File: config.mk
export PLATFORM = sky130hd
export DESIGN_NAME = tsr_regs
export DESIGN_NICKNAME = d
export VERILOG_FILES = /design/src/tsr_pkg.sv /design/src/tsr_regs.sv
export SDC_FILE = /design/constraint.sdc
export NUM_CORES = 1
export LEC_CHECK = 0
export ABC_AREA = 1
export ABC_CLOCK_PERIOD_IN_PS = 1500
export BUFFER_PORTS_ARGS = -buffer_cell sky130_fd_sc_hd__buf_2
export CAP_MARGIN = 20
export CORE_MARGIN = 2
export CORE_UTILIZATION = 49
export CTS_CLUSTER_SIZE = 24
export DETAILED_ROUTE_END_ITERATION = 10
export PLACE_DENSITY = 0.76
export SLEW_MARGIN = 25
export SYNTH_ARGS = -nofsm -noshare
export SYNTH_HDL_FRONTEND = slang
export SYNTH_SLANG_ARGS = --single-unit
File: constraint.sdc
create_clock -name I_CLK -period 1.5 [get_ports I_CLK]
set_clock_uncertainty 0.1 [all_clocks]
set_input_delay 0.075 -clock I_CLK [delete_from_list [all_inputs] [get_ports I_CLK]]
set_output_delay 0.075 -clock I_CLK [all_outputs]
set_load 0.1 [all_outputs]
File: src/tsr_pkg.sv
// Package of the temperature sensor status and configuration register block.
// Assumes one 100 MHz device clock shared by the register port and the converter.
package tsr_pkg;

	// ****************************************
	// Register pointers
	// ****************************************
	localparam int ADDR_W = 5;
	localparam logic [4:0] ADDR_TEMP = 5'h00;
	localparam logic [4:0] ADDR_CFG = 5'h01;
	localparam logic [4:0] ADDR_IRQ_STAT = 5'h10;
	localparam logic [4:0] ADDR_IRQ_CLR = 5'h11;
	localparam logic [4:0] ADDR_IRQ_EN = 5'h12;

	// ****************************************
	// Field layout and reset values
	// ****************************************
	localparam int TEMP_W = 14;
	localparam int TEMP_LSB = 2;
	localparam int TEMP_BUSY_BIT = 1;
	localparam int TEMP_UNLOCK_BIT = 0;
	localparam logic [15:0] CFG_RESET = 16'hA000;
	// Writable low configuration bits that this block only stores
	localparam logic [9:0] CFG_LOW_MASK = 10'h198;
	localparam int IRQ_W = 3;
	localparam int IRQ_CONV_DONE = 0;
	localparam int IRQ_HIGH_LIMIT = 1;
	localparam int IRQ_EE_DONE = 2;

	// ****************************************
	// Timing
	// ****************************************
	localparam int CLK_PERIOD_NS = 10;
	localparam int EE_PROG_NS = 16_000_000;
	localparam int EE_PROG_CYC = EE_PROG_NS / CLK_PERIOD_NS;

	typedef struct packed {
		logic [2:0] conv_rate;
		logic one_shot_trigger;
		logic shutdown_select;
		logic high_limit1_flag;
		logic [9:0] low;
	} tsr_cfg_s;

	typedef enum {ST_IDLE, ST_CONV} tsr_state_e;

endpackage

File: src/tsr_regs.sv
// Temperature result, EEPROM status and configuration registers with conversion control.
// Assumes the converter, limit register and EEPROM port run on I_CLK, so no synchronisers.
//
// Decided for this implementation: the strobed register port.
`timescale 1ns/1ps

module tsr_regs #(
	parameter int EE_PROG_CYC = tsr_pkg::EE_PROG_CYC
) (
	input wire logic I_CLK,
	input wire logic I_RESETN,
	input wire logic [4:0] I_ADDR,
	input wire logic [15:0] I_WDATA,
	input wire logic I_WR,
	input wire logic I_RD,
	output logic [15:0] O_RDATA,
	input wire logic I_CONV_DONE,
	input wire logic [13:0] I_CONV_DATA,
	input wire logic [15:0] I_HIGH_LIMIT1,
	output logic O_CONV_START,
	output logic O_CONV_ABORT,
	output logic [2:0] O_CONV_RATE,
	output logic O_EE_WRITE,
	output logic [15:0] O_EE_DATA,
	output logic O_IRQ
);

	localparam int CNT_W = $clog2(EE_PROG_CYC + 1);
	// The EEPROM copy keeps only writable bits; flags and one-shot go out as zero
	localparam logic [15:0] EE_MASK = {3'h7, 1'b0, 1'b1, 1'b0, tsr_pkg::CFG_LOW_MASK};

	// ****************************************
	// Register state
	// ****************************************
	tsr_pkg::tsr_cfg_s cfg;
	tsr_pkg::tsr_cfg_s next_cfg;
	logic [13:0] temp_result;
	logic [13:0] next_temp_result;
	logic eeprom_unlock;
	logic next_eeprom_unlock;
	logic busy;
	logic next_busy;
	logic [CNT_W-1:0] prog_cnt;
	logic [CNT_W-1:0] next_prog_cnt;
	logic [2:0] irq_stat;
	logic [2:0] next_irq_stat;
	logic [2:0] irq_en;
	logic [2:0] next_irq_en;
	logic [15:0] next_rdata;
	logic next_ee_write;
	logic [15:0] next_ee_data;
	logic next_irq;

	// ****************************************
	// Conversion state
	// ****************************************
	tsr_pkg::tsr_state_e state;
	tsr_pkg::tsr_state_e next_state;
	logic one_shot_run;
	logic next_one_shot_run;
	logic next_conv_start;
	logic next_conv_abort;

	logic cfg_wr;
	logic temp_wr;
	logic conv_end;
	logic above_limit;
	logic [15:0] cfg_word;
	tsr_pkg::tsr_cfg_s wr_cfg;

	// Configuration and temperature writes are refused while EEPROM programming runs; interrupt writes are not
	assign cfg_wr = I_WR && (I_ADDR == tsr_pkg::ADDR_CFG) && !busy;
	assign temp_wr = I_WR && (I_ADDR == tsr_pkg::ADDR_TEMP) && !busy;
	assign wr_cfg = tsr_pkg::tsr_cfg_s'(I_WDATA);
	// A result that lands in the same cycle as a configuration write belongs to the aborted run
	assign conv_end = (state == tsr_pkg::ST_CONV) && I_CONV_DONE && !cfg_wr;
	assign above_limit = $signed(I_CONV_DATA) > $signed(I_HIGH_LIMIT1[15:2]);
	// One-shot always reads back as zero
	assign cfg_word = {cfg.conv_rate, 1'b0, cfg.shutdown_select, cfg.high_limit1_flag,
		cfg.low};

	// ****************************************
	// Registers and EEPROM program timer
	// ****************************************
	always_comb begin
		next_cfg = cfg;
		next_temp_result = temp_result;
		next_eeprom_unlock = eeprom_unlock;
		next_busy = busy;
		next_prog_cnt = prog_cnt;
		next_ee_write = 1'b0;
		next_ee_data = O_EE_DATA;
		next_irq_en = irq_en;
		next_irq_stat = irq_stat;
		next_rdata = 16'h0000;
		// Clear goes first so that an event of the same cycle sets its bit again: set wins
		if (I_WR && I_ADDR == tsr_pkg::ADDR_IRQ_CLR) begin
			next_irq_stat = irq_stat & ~I_WDATA[2:0];
		end
		if (busy) begin
			if (prog_cnt == '0) begin
				next_busy = 1'b0;
				next_irq_stat[tsr_pkg::IRQ_EE_DONE] = 1'b1;
			end else begin
				next_prog_cnt = prog_cnt - 1'b1;
			end
		end
		if (temp_wr) begin
			next_eeprom_unlock = I_WDATA[tsr_pkg::TEMP_UNLOCK_BIT];
		end
		if (cfg_wr) begin
			next_cfg.conv_rate = wr_cfg.conv_rate;
			next_cfg.shutdown_select = wr_cfg.shutdown_select;
			next_cfg.low = wr_cfg.low & tsr_pkg::CFG_LOW_MASK;
			if (eeprom_unlock) begin
				next_ee_write = 1'b1;
				next_ee_data = I_WDATA & EE_MASK;
				next_busy = 1'b1;
				next_prog_cnt = CNT_W'(EE_PROG_CYC - 1);
			end
		end
		if (conv_end) begin
			next_temp_result = I_CONV_DATA;
			next_cfg.high_limit1_flag = above_limit;
			next_irq_stat[tsr_pkg::IRQ_CONV_DONE] = 1'b1;
			if (above_limit && !cfg.high_limit1_flag) begin
				next_irq_stat[tsr_pkg::IRQ_HIGH_LIMIT] = 1'b1;
			end
		end
		if (I_WR && I_ADDR == tsr_pkg::ADDR_IRQ_EN) begin
			next_irq_en = I_WDATA[2:0];
		end
		if (I_RD) begin
			case (I_ADDR)
				tsr_pkg::ADDR_TEMP: next_rdata = {temp_result, busy, eeprom_unlock};
				tsr_pkg::ADDR_CFG: next_rdata = cfg_word;
				tsr_pkg::ADDR_IRQ_STAT: next_rdata = {13'h0000, irq_stat};
				tsr_pkg::ADDR_IRQ_EN: next_rdata = {13'h0000, irq_en};
				default: next_rdata = 16'h0000;
			endcase
		end
		next_irq = |(next_irq_stat & next_irq_en);
	end

	always_ff @(posedge I_CLK or negedge I_RESETN) begin
		if (!I_RESETN) begin
			cfg <= tsr_pkg::tsr_cfg_s'(tsr_pkg::CFG_RESET);
			temp_result <= 14'h0000;
			eeprom_unlock <= 1'b0;
			busy <= 1'b0;
			prog_cnt <= '0;
			irq_stat <= 3'h0;
			irq_en <= 3'h0;
			O_RDATA <= 16'h0000;
			O_EE_WRITE <= 1'b0;
			O_EE_DATA <= 16'h0000;
			O_IRQ <= 1'b0;
		end else begin
			cfg <= next_cfg;
			temp_result <= next_temp_result;
			eeprom_unlock <= next_eeprom_unlock;
			busy <= next_busy;
			prog_cnt <= next_prog_cnt;
			irq_stat <= next_irq_stat;
			irq_en <= next_irq_en;
			O_RDATA <= next_rdata;
			O_EE_WRITE <= next_ee_write;
			O_EE_DATA <= next_ee_data;
			O_IRQ <= next_irq;
		end
	end

	// ****************************************
	// Conversion sequencing
	// ****************************************
	always_comb begin
		next_state = state;
		next_one_shot_run = one_shot_run;
		next_conv_start = 1'b0;
		next_conv_abort = 1'b0;
		if (cfg_wr) begin
			next_conv_abort = (state == tsr_pkg::ST_CONV);
			// One-shot counts only in shutdown; in continuous mode it is just a restart
			if (!wr_cfg.shutdown_select || wr_cfg.one_shot_trigger) begin
				next_conv_start = 1'b1;
				next_state = tsr_pkg::ST_CONV;
				next_one_shot_run = wr_cfg.shutdown_select;
			end else begin
				next_state = tsr_pkg::ST_IDLE;
			end
		end else begin
			case (state)
				tsr_pkg::ST_IDLE: begin
					if (!cfg.shutdown_select) begin
						next_conv_start = 1'b1;
						next_state = tsr_pkg::ST_CONV;
						next_one_shot_run = 1'b0;
					end
				end
				tsr_pkg::ST_CONV: begin
					if (I_CONV_DONE) begin
						if (one_shot_run || cfg.shutdown_select) begin
							next_state = tsr_pkg::ST_IDLE;
						end else begin
							next_conv_start = 1'b1;
						end
					end
				end
				default: next_state = tsr_pkg::ST_IDLE;
			endcase
		end
	end

	always_ff @(posedge I_CLK or negedge I_RESETN) begin
		if (!I_RESETN) begin
			state <= tsr_pkg::ST_IDLE;
			one_shot_run <= 1'b0;
			O_CONV_START <= 1'b0;
			O_CONV_ABORT <= 1'b0;
			O_CONV_RATE <= tsr_pkg::CFG_RESET[15:13];
		end else begin
			state <= next_state;
			one_shot_run <= next_one_shot_run;
			O_CONV_START <= next_conv_start;
			O_CONV_ABORT <= next_conv_abort;
			O_CONV_RATE <= next_cfg.conv_rate;
		end
	end
endmodule // tsr_regs

==> results of run 1 <==
[per-layer routing]
layer,global-route usage (%),vias up
li1,-,2026
met1,29.18,1904
met5,0,-
met4,9.295,0
met2,40.57,132
met3,3.722,21
[synth_stat cells (4+ instances only)]
| master | count | share of area [%] |
|---|---|---|
| xor2_1 | 11 | 2.2 |
| a21oi_1 | 21 | 2.4 |
| clkbuf_1 | 8 | 0.70 |
| nor2_2 | 6 | 0.87 |
| dfrtp_1 | 80 | 46 |
| inv_1 | 77 | 6.7 |
| nor2_1 | 47 | 4.1 |
| buf_2 | 5 | 0.58 |
| ha_1 | 16 | 4.6 |
| buf_4 | 11 | 1.9 |
| nand2_1 | 156 | 14 |
| o221ai_1 | 4 | 0.81 |
| nand3_1 | 40 | 4.6 |
| o21ai_0 | 30 | 3.5 |
| o21ai_1 | 7 | 0.81 |
| o211ai_1 | 4 | 0.70 |
[state kept, by name, indices dropped and copies added, names as in the netlist, 3 cells and up]
signal,cells
cfg,6
temp_result,14
O_EE_DATA,8
prog_cnt,21
O_CONV_RATE,3
irq_en,3
O_RDATA,16
irq_stat,3
[critical path, cell delays in order (launching register included)]
cell     delay (ns)
dfrtp_1        0.44
nor2_4         0.19
nand2_2        0.11
nor2_1         0.15
nand2_1        0.09
xor2_1         0.17
o21ai_1        0.15
o21ai_0        0.10
nor2_1         0.09
[through the flow]
step	hold WS, ns	total power, mW	std cells	util [%]
5_1_grt	0.08762	4.885	820	68.18
2_1_floorplan	-0.3206	2.902	555	-
3_3_place_gp	-0.1664	3.098	770	60.21
4_1_cts	0.04801	4.710	817	66.68
6_report	0.05894	4.692	820	68.18
3_5_place_dp	-0.1623	3.123	770	60.21
[kinds of logic (layout without fill, tap and decap cells)]
kind of cell             count (synthesis)  in the layout  synth area share, %
other                                    1              8              0.08690
XOR/XNOR                                11             11                2.232
adder cells (fa/ha/maj)                 16             16                4.639
AO/OA/AOI/OAI                           69             69                8.756
flip-flops                              82             82                47.61
AND/OR/NAND/NOR                        266            266                26.62
buffers and inverters                  103            260                10.06
[area by class of cell]
cell class / instances / share of cell area [%]
tap: 108 / 2.295
sequential: 82 / 34.93
clock inverter: 5 / 0.9562
multi-input combinational: 370 / 34.64
inverter: 79 / 5.036
timing repair buffer: 167 / 20.04
clock buffer: 9 / 2.104
[worst min path at each step]
stage / from / to / slack [ns] / cells after the start
after CTS: I_WR / irq_stat[0]$_DFF_PN0_ / 0.05 / 4
after global routing: I_WR / irq_stat[0]$_DFF_PN0_ / 0.09 / 4
after floorplan: I_RESETN / O_CONV_ABORT$_DFF_PN0_ / -0.32 / 0
final: I_WR / irq_stat[0]$_DFF_PN0_ / 0.06 / 4
after global placement: I_RESETN / O_EE_DATA[4]$_DFFE_PN0P_ / -0.17 / 1
after detailed placement: I_RESETN / O_EE_DATA[4]$_DFFE_PN0P_ / -0.16 / 1
[power by group through the flow]
stage / clock network, mW / logic (mW) / registers [mW]
5_1_grt: 1.64 / 0.793 / 2.45
6_report: 1.54 / 0.719 / 2.43
2_1_floorplan: 0 / 0.350 / 2.55
4_1_cts: 1.57 / 0.718 / 2.43
3_5_place_dp: 0 / 0.653 / 2.47
3_3_place_gp: 0 / 0.632 / 2.47
[repair_timing]
item,4_1_cts,5_1_grt
setup buffers,2,3
resized for setup,21,35
hold endpoints to repair,123,0
endpoints found under the setup margin,33,45
hold buffers,31,0
pin swaps,10,15
==> impl_metrics.py, run 1 <==
metrics = {
    "setup_path": {
        "crit_arrival_ns": 1.85,
        "worstSetupStartpoint": "prog_cnt[3]$_DFF_PN0_",
        "startpoint_type": "flip-flop",
        "r2r-end": "prog_cnt[10]$_DFF_PN0_",
        "cp-end-kind": "flip-flop",
        "reg2reg_slack_ns": -0.16,
        "timing.rr.start": "prog_cnt[3]$_DFF_PN0_",
        "worst-r2r-cell-count": 8,
        "crit_end": "prog_cnt[10]$_DFF_PN0_",
        "path_max_fanout": 4,
        "crit_type": "reg2reg",
        "cp.required_ns": 1.69,
    },
    "cells_and_area": {
        "fill_cells": 694,
        "final_common_cell": "nand2_1",
        "final_nets": 781,
        "diodes": 0,
        "seqCellArea_sq_um": 2057,
        "final_cell_mix": "nand2_1, dfrtp_1, buf_2",
        "stdcell_area_sq_um": 5888,
        "multiInputGateArea_sq_um": 2039,
        "final_layout_size_suffix_gt1_share_pct": 30.34,
        "areaGrowthSynthToFinish_pct": 36.45,
    },
    "synthesis": {
        "synth.distinct_cells": 33,
        "syn_area_sq_um": 4315,
        "synthArstFlopShare_pct": 100.0,
        "yosysWarnings": 0,
        "ys_seq_area_share_pct": 47.61,
        "synth-main-ff-cell": "dfrtp_1",
        "syn_area_per_cell_sq_um": 7.875,
        "ys_seq_elements": 82,
        "synth_edf_count": 0,
        "postSynthCellCount": 548,
    },
    "hold_path": {
        "hold_path_class": "in2reg",
    },
    "routing": {
        "routed_via_density": 4.979,
        "drt-met1-wl_mm": 4.791,
        "drc": 0,
        "wirelength_mm": 11.23,
        "top_layer": "met4",
        "vias": 4083,
        "wl_per_cell_microns": 13.69,
        "wl_met3_microns": 491,
        "dr_wl_met2_mm": 5.708,
        "dr.pass1.iters": 4,
        "drtIter0Drc": 208,
        "detail-route-antenna-nets": 0,
    },
    "run": {
        "drv_cap": 0,
    },
    "floorplan": {
        "die_y_microns": 97.85,
        "row_count": 34,
        "die_x_microns": 97.85,
        "initial_core_util_pct": 49.97,
        "die-area_sq_um": 9574,
        "num_io_pins": 95,
        "core_area_sq_um": 8636,
    },
    "pwr": {
        "p_sw_mw": 1.342,
        "power.share.sequential_pct": 51.8,
        "ir_worst_vdd_mv": 0.4330,
        "p_int_mw": 3.350,
        "clock_power_share_pct": 32.9,
        "power_density_nw_per_um2": 796.9,
        "p_sw_share_pct": 28.60,
        "pwr-share-comb_pct": 15.3,
        "leakage_nw": 3.086,
    },
    "timing": {
        "tns_ns": -1.893,
        "hold_violations": 0,
        "setup_slack_ns": -0.1620,
        "rsz0062_at_grt": "true",
        "drv_slew": 0,
        "period_share_pct": 110.8,
        "setup_viol": 23,
        "post-route-min-period_ns": 1.662,
        "fmax_ghz": 0.6017,
    },
    "global_routing": {
        "grt_max_degree": 51,
        "grt_pass1_wl_mm": 17.94,
        "grt_overflow_total": 0,
        "first_global_vias": 3933,
        "grt_use_total_pct": 23.36,
        "antenna_found_initial": 0,
    },
    "cts": {
        "cts_made_buffers": 9,
        "insertion_delay_ns": 0.36,
        "cts_buffer_depth": 2,
        "cts_max_level": 3,
        "cts.sinks": 82,
        "cts_tree": "yes",
        "clkSlewWorstSetupHoldPaths_ns": 0.08,
        "clockRootBuffer": "clkbuf_8",
    },
    "placed_design": {
        "io_buffer_count": 80,
        "dpl.hpwl_mm": 7.863,
        "place.gp.congestion": 0.9235,
        "place_area_sq_um": 5200,
        "pre_cts_ws_ns": -0.1283,
    },
    "status": {
        "status": "finished with violations",
        "failed_checks": "setup timing",
    },
}
No activity file was read; power rests on OpenSTA's default activity.
==> run 2, diff against run 1 <==
Settings changed: CORE_UTILIZATION 49 to 40, CTS_BUF_LIST set to sky130_fd_sc_hd__clkbuf_16, PLACE_DENSITY 0.76 to unset.
==> impl_metrics.py, run 2 (synthesized netlist as in run 1, its figures left out) <==
metrics = {
    "timing": {
        "period_share_pct": 108.5,
        "tns_ns": -2.130,
        "hold_violations": 0,
        "drv_slew": 0,
        "setup_slack_ns": -0.1275,
        "rsz0062_at_grt": "true",
        "post-route-min-period_ns": 1.628,
        "fmax_ghz": 0.6144,
        "setup_viol": 23,
    },
    "floorplan": {
        "row_count": 37,
        "num_io_pins": 95,
        "initial_core_util_pct": 41.43,
        "core_area_sq_um": 10420,
        "die-area_sq_um": 11630,
        "die_x_microns": 107.9,
        "die_y_microns": 107.9,
    },
    "status": {
        "failed_checks": "setup timing",
        "status": "finished with violations",
    },
    "routing": {
        "drc": 0,
        "wirelength_mm": 11.26,
        "dr.pass1.iters": 4,
        "vias": 4051,
        "routed_via_density": 4.710,
        "drtIter0Drc": 183,
        "wl_per_cell_microns": 13.09,
        "detail-route-antenna-nets": 0,
    },
    "pwr": {
        "ir_worst_vdd_mv": 0.5304,
        "total_power_mw": 5.089,
        "leakage_nw": 3.219,
        "power_density_nw_per_um2": 830.7,
    },
    "global_routing": {
        "grt_max_degree": 43,
        "antenna_found_initial": 0,
        "grt_overflow_total": 0,
        "grt-busiest-layer": "met2",
        "grt_pass1_wl_mm": 18.56,
        "grtUsageMet3_pct": 2.785,
        "use_met1_pct": 27.56,
        "met2_usage_pct": 33.69,
        "grt_use_total_pct": 20.49,
        "first_global_vias": 3936,
    },
    "cells_and_area": {
        "final_nets": 791,
        "final_common_cell": "nand2_1",
        "areaGrowthSynthToFinish_pct": 41.95,
        "largest_reg_flops": 21,
        "diodes": 0,
        "reg_top3": "prog_cnt x21, O_RDATA x16, temp_result x14",
        "stdcell_area_sq_um": 6126,
        "fill_cells": 975,
        "largest_register": "prog_cnt",
        "final_layout_size_suffix_gt1_share_pct": 32.18,
        "final_cell_mix": "nand2_1, buf_2, dfrtp_1",
    },
    "cts": {
        "cts_made_buffers": 9,
        "cts_buffer_depth": 2,
        "clkSlewWorstSetupHoldPaths_ns": 0.07,
        "cts_max_level": 3,
        "cts_tree": "yes",
        "insertion_delay_ns": 0.33,
        "cts.sinks": 82,
        "clockRootBuffer": "clkbuf_16",
    },
    "hold_path": {
        "hold_path_class": "in2reg",
        "hp-start": "I_WDATA[12]",
    },
    "placed_design": {
        "dpl.hpwl_mm": 8.257,
        "pre_cts_ws_ns": -0.1802,
        "place.gp.congestion": 0.8862,
        "place_area_sq_um": 5315,
        "io_buffer_count": 80,
    },
    "setup_path": {
        "crit_type": "reg2reg",
        "worstSetupStartpoint": "prog_cnt[6]$_DFF_PN0_",
        "startpoint_type": "flip-flop",
        "cp.required_ns": 1.62,
        "path_max_fanout": 5,
        "timing.rr.start": "prog_cnt[6]$_DFF_PN0_",
        "crit_arrival_ns": 1.75,
        "cp-end-kind": "flip-flop",
    },
    "run": {
        "drv_cap": 0,
    },
}
[run 2: power breakdown]
group | internal, mW | total [mW] | switching (mW) | leakage [nW]
clock | 1.09 | 1.94 | 0.850 | 0.140
combinational | 0.250 | 0.717 | 0.467 | 2.06
sequential | 2.36 | 2.43 | 0.0735 | 1.01
[run 2: through the flow]
stage               hold slack (ns)  utilization (%)  cells
finish                      0.04841            58.81    860
floorplan                   -0.3206                -    555
CTS                         0.03535            56.89    853
global route                0.06710            58.81    860
detailed placement         -0.08324            51.03    807
global placement           -0.08711            51.03    807
[run 2: cell type report]
cell class	count	area (sq um)	share of cell area [%]
flip-flops and latches	82	2061	33.64
inverters	79	296.5	4.841
multi-input cells	371	2083	34.01
well taps	136	170.2	2.778
repair buffers	176	1257	20.53
clock buffers	9	225.2	3.676
clock inverters	7	32.53	0.5310
[run 2: path summary, 6_finish.rpt]
kind	to	slack, ns	cells past startpoint
worst max-delay path	prog_cnt[5]$_DFF_PN0_	-0.13	10
worst min-delay path	state[0]$_DFFE_PN0P_	0.05	5
worst max register to register	prog_cnt[5]$_DFF_PN0_	-0.13	10
worst min register to register	O_EE_DATA[11]$_DFFE_PN0P_	0.37	2
max in group asynchronous	O_CONV_RATE[2]$_DFFE_PN1P_	0.59	3
min in group asynchronous	prog_cnt[14]$_DFF_PN0_	0.10	2
[run 2: critical path, stage by stage, from the launching register on]
cell and delay, ns:
dfrtp_2 0.46, nor2_4 0.13, nand2_2 0.11, nor2_4 0.14, nand4_4 0.13, nand2_4 0.15, nor2_4 0.05, nand2_2 0.07
nor2_2 0.03, nor2_1 0.08, nand2_1 0.06
[run 2: repair_timing]
item,4_1_cts,5_1_grt
pin swaps,9,19
setup endpoints to repair,24,44
buffers inserted,1,7
gates cloned,1,0
hold buffers,28,0
endpoints found under the hold margin,120,0
resized for setup,25,48
[run 2: routing by layer]
metal  wire length (microns)  vias up
met5                       0        -
met4                     163        0
met3                     483       11
met2                    5495       93
met1                    5119     1898
li1                        -     2049
==> run 3, diff against run 2 <==
Settings changed: BUFFER_PORTS_ARGS -buffer_cell sky130_fd_sc_hd__buf_2 to unset, DONT_BUFFER_PORTS set to 1, PLACE_DENSITY set to 0.68.
==> impl_metrics.py, run 3 (synthesized netlist as in run 1, its figures left out) <==
metrics = {
    "cells_and_area": {
        "fill_cells": 939,
        "final_util_pct": 58.89,
        "reg_top3": "prog_cnt x21, O_RDATA x16, temp_result x14",
        "multiInputGateArea_sq_um": 2163,
        "final_cell_mix": "nand2_1, buf_4, dfrtp_1",
        "seqCellArea_sq_um": 2063,
        "final_nets": 747,
        "final_layout_size_suffix_gt1_share_pct": 30.88,
        "largest_reg_flops": 21,
        "areaGrowthSynthToFinish_pct": 42.16,
        "final_common_cell": "nand2_1",
        "diodes": 0,
        "largest_register": "prog_cnt",
    },
    "placed_design": {
        "dpl.hpwl_mm": 8.092,
        "place.gp.congestion": 0.9073,
        "io_buffer_count": 0,
    },
    "global_routing": {
        "grt_use_total_pct": 20.45,
        "grt_overflow_total": 0,
        "antenna_found_initial": 0,
        "grt_pass1_wl_mm": 18.62,
        "first_global_vias": 3962,
        "grt_max_degree": 83,
    },
    "timing": {
        "hold_violations": 82,
        "fmax_ghz": 0.6055,
        "tns_ns": -2.057,
        "period_share_pct": 110.1,
        "setup_viol": 24,
        "setup_slack_ns": -0.1516,
        "holdWs_ns": -0.6653,
        "rsz0062_at_grt": "true",
        "post-route-min-period_ns": 1.652,
        "drv_slew": 0,
    },
    "setup_path": {
        "startpoint_type": "flip-flop",
        "crit_arrival_ns": 1.82,
        "worst-r2r-cell-count": 10,
        "r2r-end": "O_IRQ$_DFF_PN0_",
        "cp-end-kind": "flip-flop",
        "timing.rr.start": "prog_cnt[8]$_DFF_PN0_",
        "reg2reg_slack_ns": -0.15,
        "crit_type": "reg2reg",
        "cp.required_ns": 1.67,
        "path_max_fanout": 4,
    },
    "cts": {
        "cts_buffer_depth": 2,
        "cts_tree": "yes",
        "clkSlewWorstSetupHoldPaths_ns": 0.06,
        "clockRootBuffer": "clkbuf_16",
        "cts_made_buffers": 9,
        "insertion_delay_ns": 0.33,
        "cts_max_level": 3,
        "cts.sinks": 82,
        "postCtsHoldBufs": 32,
    },
    "floorplan": {
        "die_x_microns": 107.9,
        "die-area_sq_um": 11630,
        "initial_core_util_pct": 41.43,
        "row_count": 37,
        "num_io_pins": 95,
        "core_area_sq_um": 10420,
        "die_y_microns": 107.9,
    },
    "hold_path": {
        "hold_path_class": "in2async",
    },
    "status": {
        "status": "finished with violations",
        "failed_checks": "hold timing, setup timing",
    },
    "pwr": {
        "power_density_nw_per_um2": 830.2,
        "leakage_nw": 3.075,
        "ir_worst_vdd_mv": 0.4787,
    },
    "routing": {
        "wirelength_mm": 11.64,
        "drc": 0,
        "wl_per_cell_microns": 14.27,
        "detail-route-antenna-nets": 0,
        "dr.pass1.iters": 4,
        "routed_via_density": 4.940,
        "drtIter0Drc": 206,
        "vias": 4031,
    },
    "run": {
        "drv_cap": 0,
    },
}
run 3: cell count changes in the layout (fill, tap and decap cells not counted), sizes merged:
cell,before,now
dlygate4sd3,28,32
buf,148,100
nand2,160,159
clkinvlp,1,0
inv,83,80
clkbuf,9,10
clkinv,2,6
run 3: area by class of cell:
class / instances / area share (%)
clock buffer: 9 / 3.671
clock inverter: 7 / 0.7138
inverter: 79 / 4.997
multi-input combinational: 370 / 35.26
sequential: 82 / 33.63
tap: 136 / 2.774
timing repair buffer: 133 / 18.95
run 3: metrics by stage:
stage                     power (mW)  setup slack (ns)  hold slack [ns]  cells  area [sq um]
final                          5.093           -0.1516          -0.6653    816          6135
after global routing           5.309           -0.2316          -0.6791    816          6135
after CTS                      5.097           -0.1176          -0.6762    806          5792
after detailed placement       3.003           -0.2145          -0.3180    753          5082
after global placement         2.976           -0.2011          -0.3177    753          5082
after floorplan                2.902          -0.08333          -0.3206    555          4379
run 3: worst max-delay path by stage:
stage | startpoint | to | slack [ns] | depth (start not counted)
2_1_floorplan | prog_cnt[9]$_DFF_PN0_ | prog_cnt[8]$_DFF_PN0_ | -0.08 | 9
3_3_place_gp | prog_cnt[7]$_DFF_PN0_ | prog_cnt[10]$_DFF_PN0_ | -0.20 | 9
3_5_place_dp | prog_cnt[4]$_DFF_PN0_ | prog_cnt[15]$_DFF_PN0_ | -0.21 | 9
4_1_cts | prog_cnt[3]$_DFF_PN0_ | prog_cnt[17]$_DFF_PN0_ | -0.12 | 8
5_1_grt | prog_cnt[8]$_DFF_PN0_ | O_IRQ$_DFF_PN0_ | -0.23 | 10
6_report | prog_cnt[8]$_DFF_PN0_ | O_IRQ$_DFF_PN0_ | -0.15 | 10
run 3: critical path: stages (launching register included):
cell and delay, ns:
dfrtp_1 0.42, nor2_2 0.17, nand2_2 0.10, nor2_4 0.16
buf_4 0.14, nand3_1 0.13, nand2_1 0.15, nand2_1 0.06
nand2_1 0.06, inv_1 0.04, nand2_1 0.05
run 3: what timing repair did:
action / 4_1_cts / 5_1_grt
buffers inserted: 5 / 8
gates resized for setup: 31 / 86
endpoints found under the setup margin: 23 / 53
gates cloned: 0 / 2
hold endpoints to repair: 140 / 82
pin swaps: 21 / 36
run 3: metal layers:
layer | up-vias | GRT usage, % | part of all wire, %
met4 | 0 | 6.227 | 2.1
li1 | 1959 | - | -
met5 | - | 0 | 0
met1 | 1922 | 26.62 | 42
met2 | 129 | 34.01 | 50
met3 | 21 | 4.540 | 5.7
run 3: power breakdown:
group | internal (mW) | switching [mW]
combinational | 0.218 | 0.422
sequential | 2.36 | 0.0823
clock | 1.12 | 0.898
total | 3.69 | 1.40
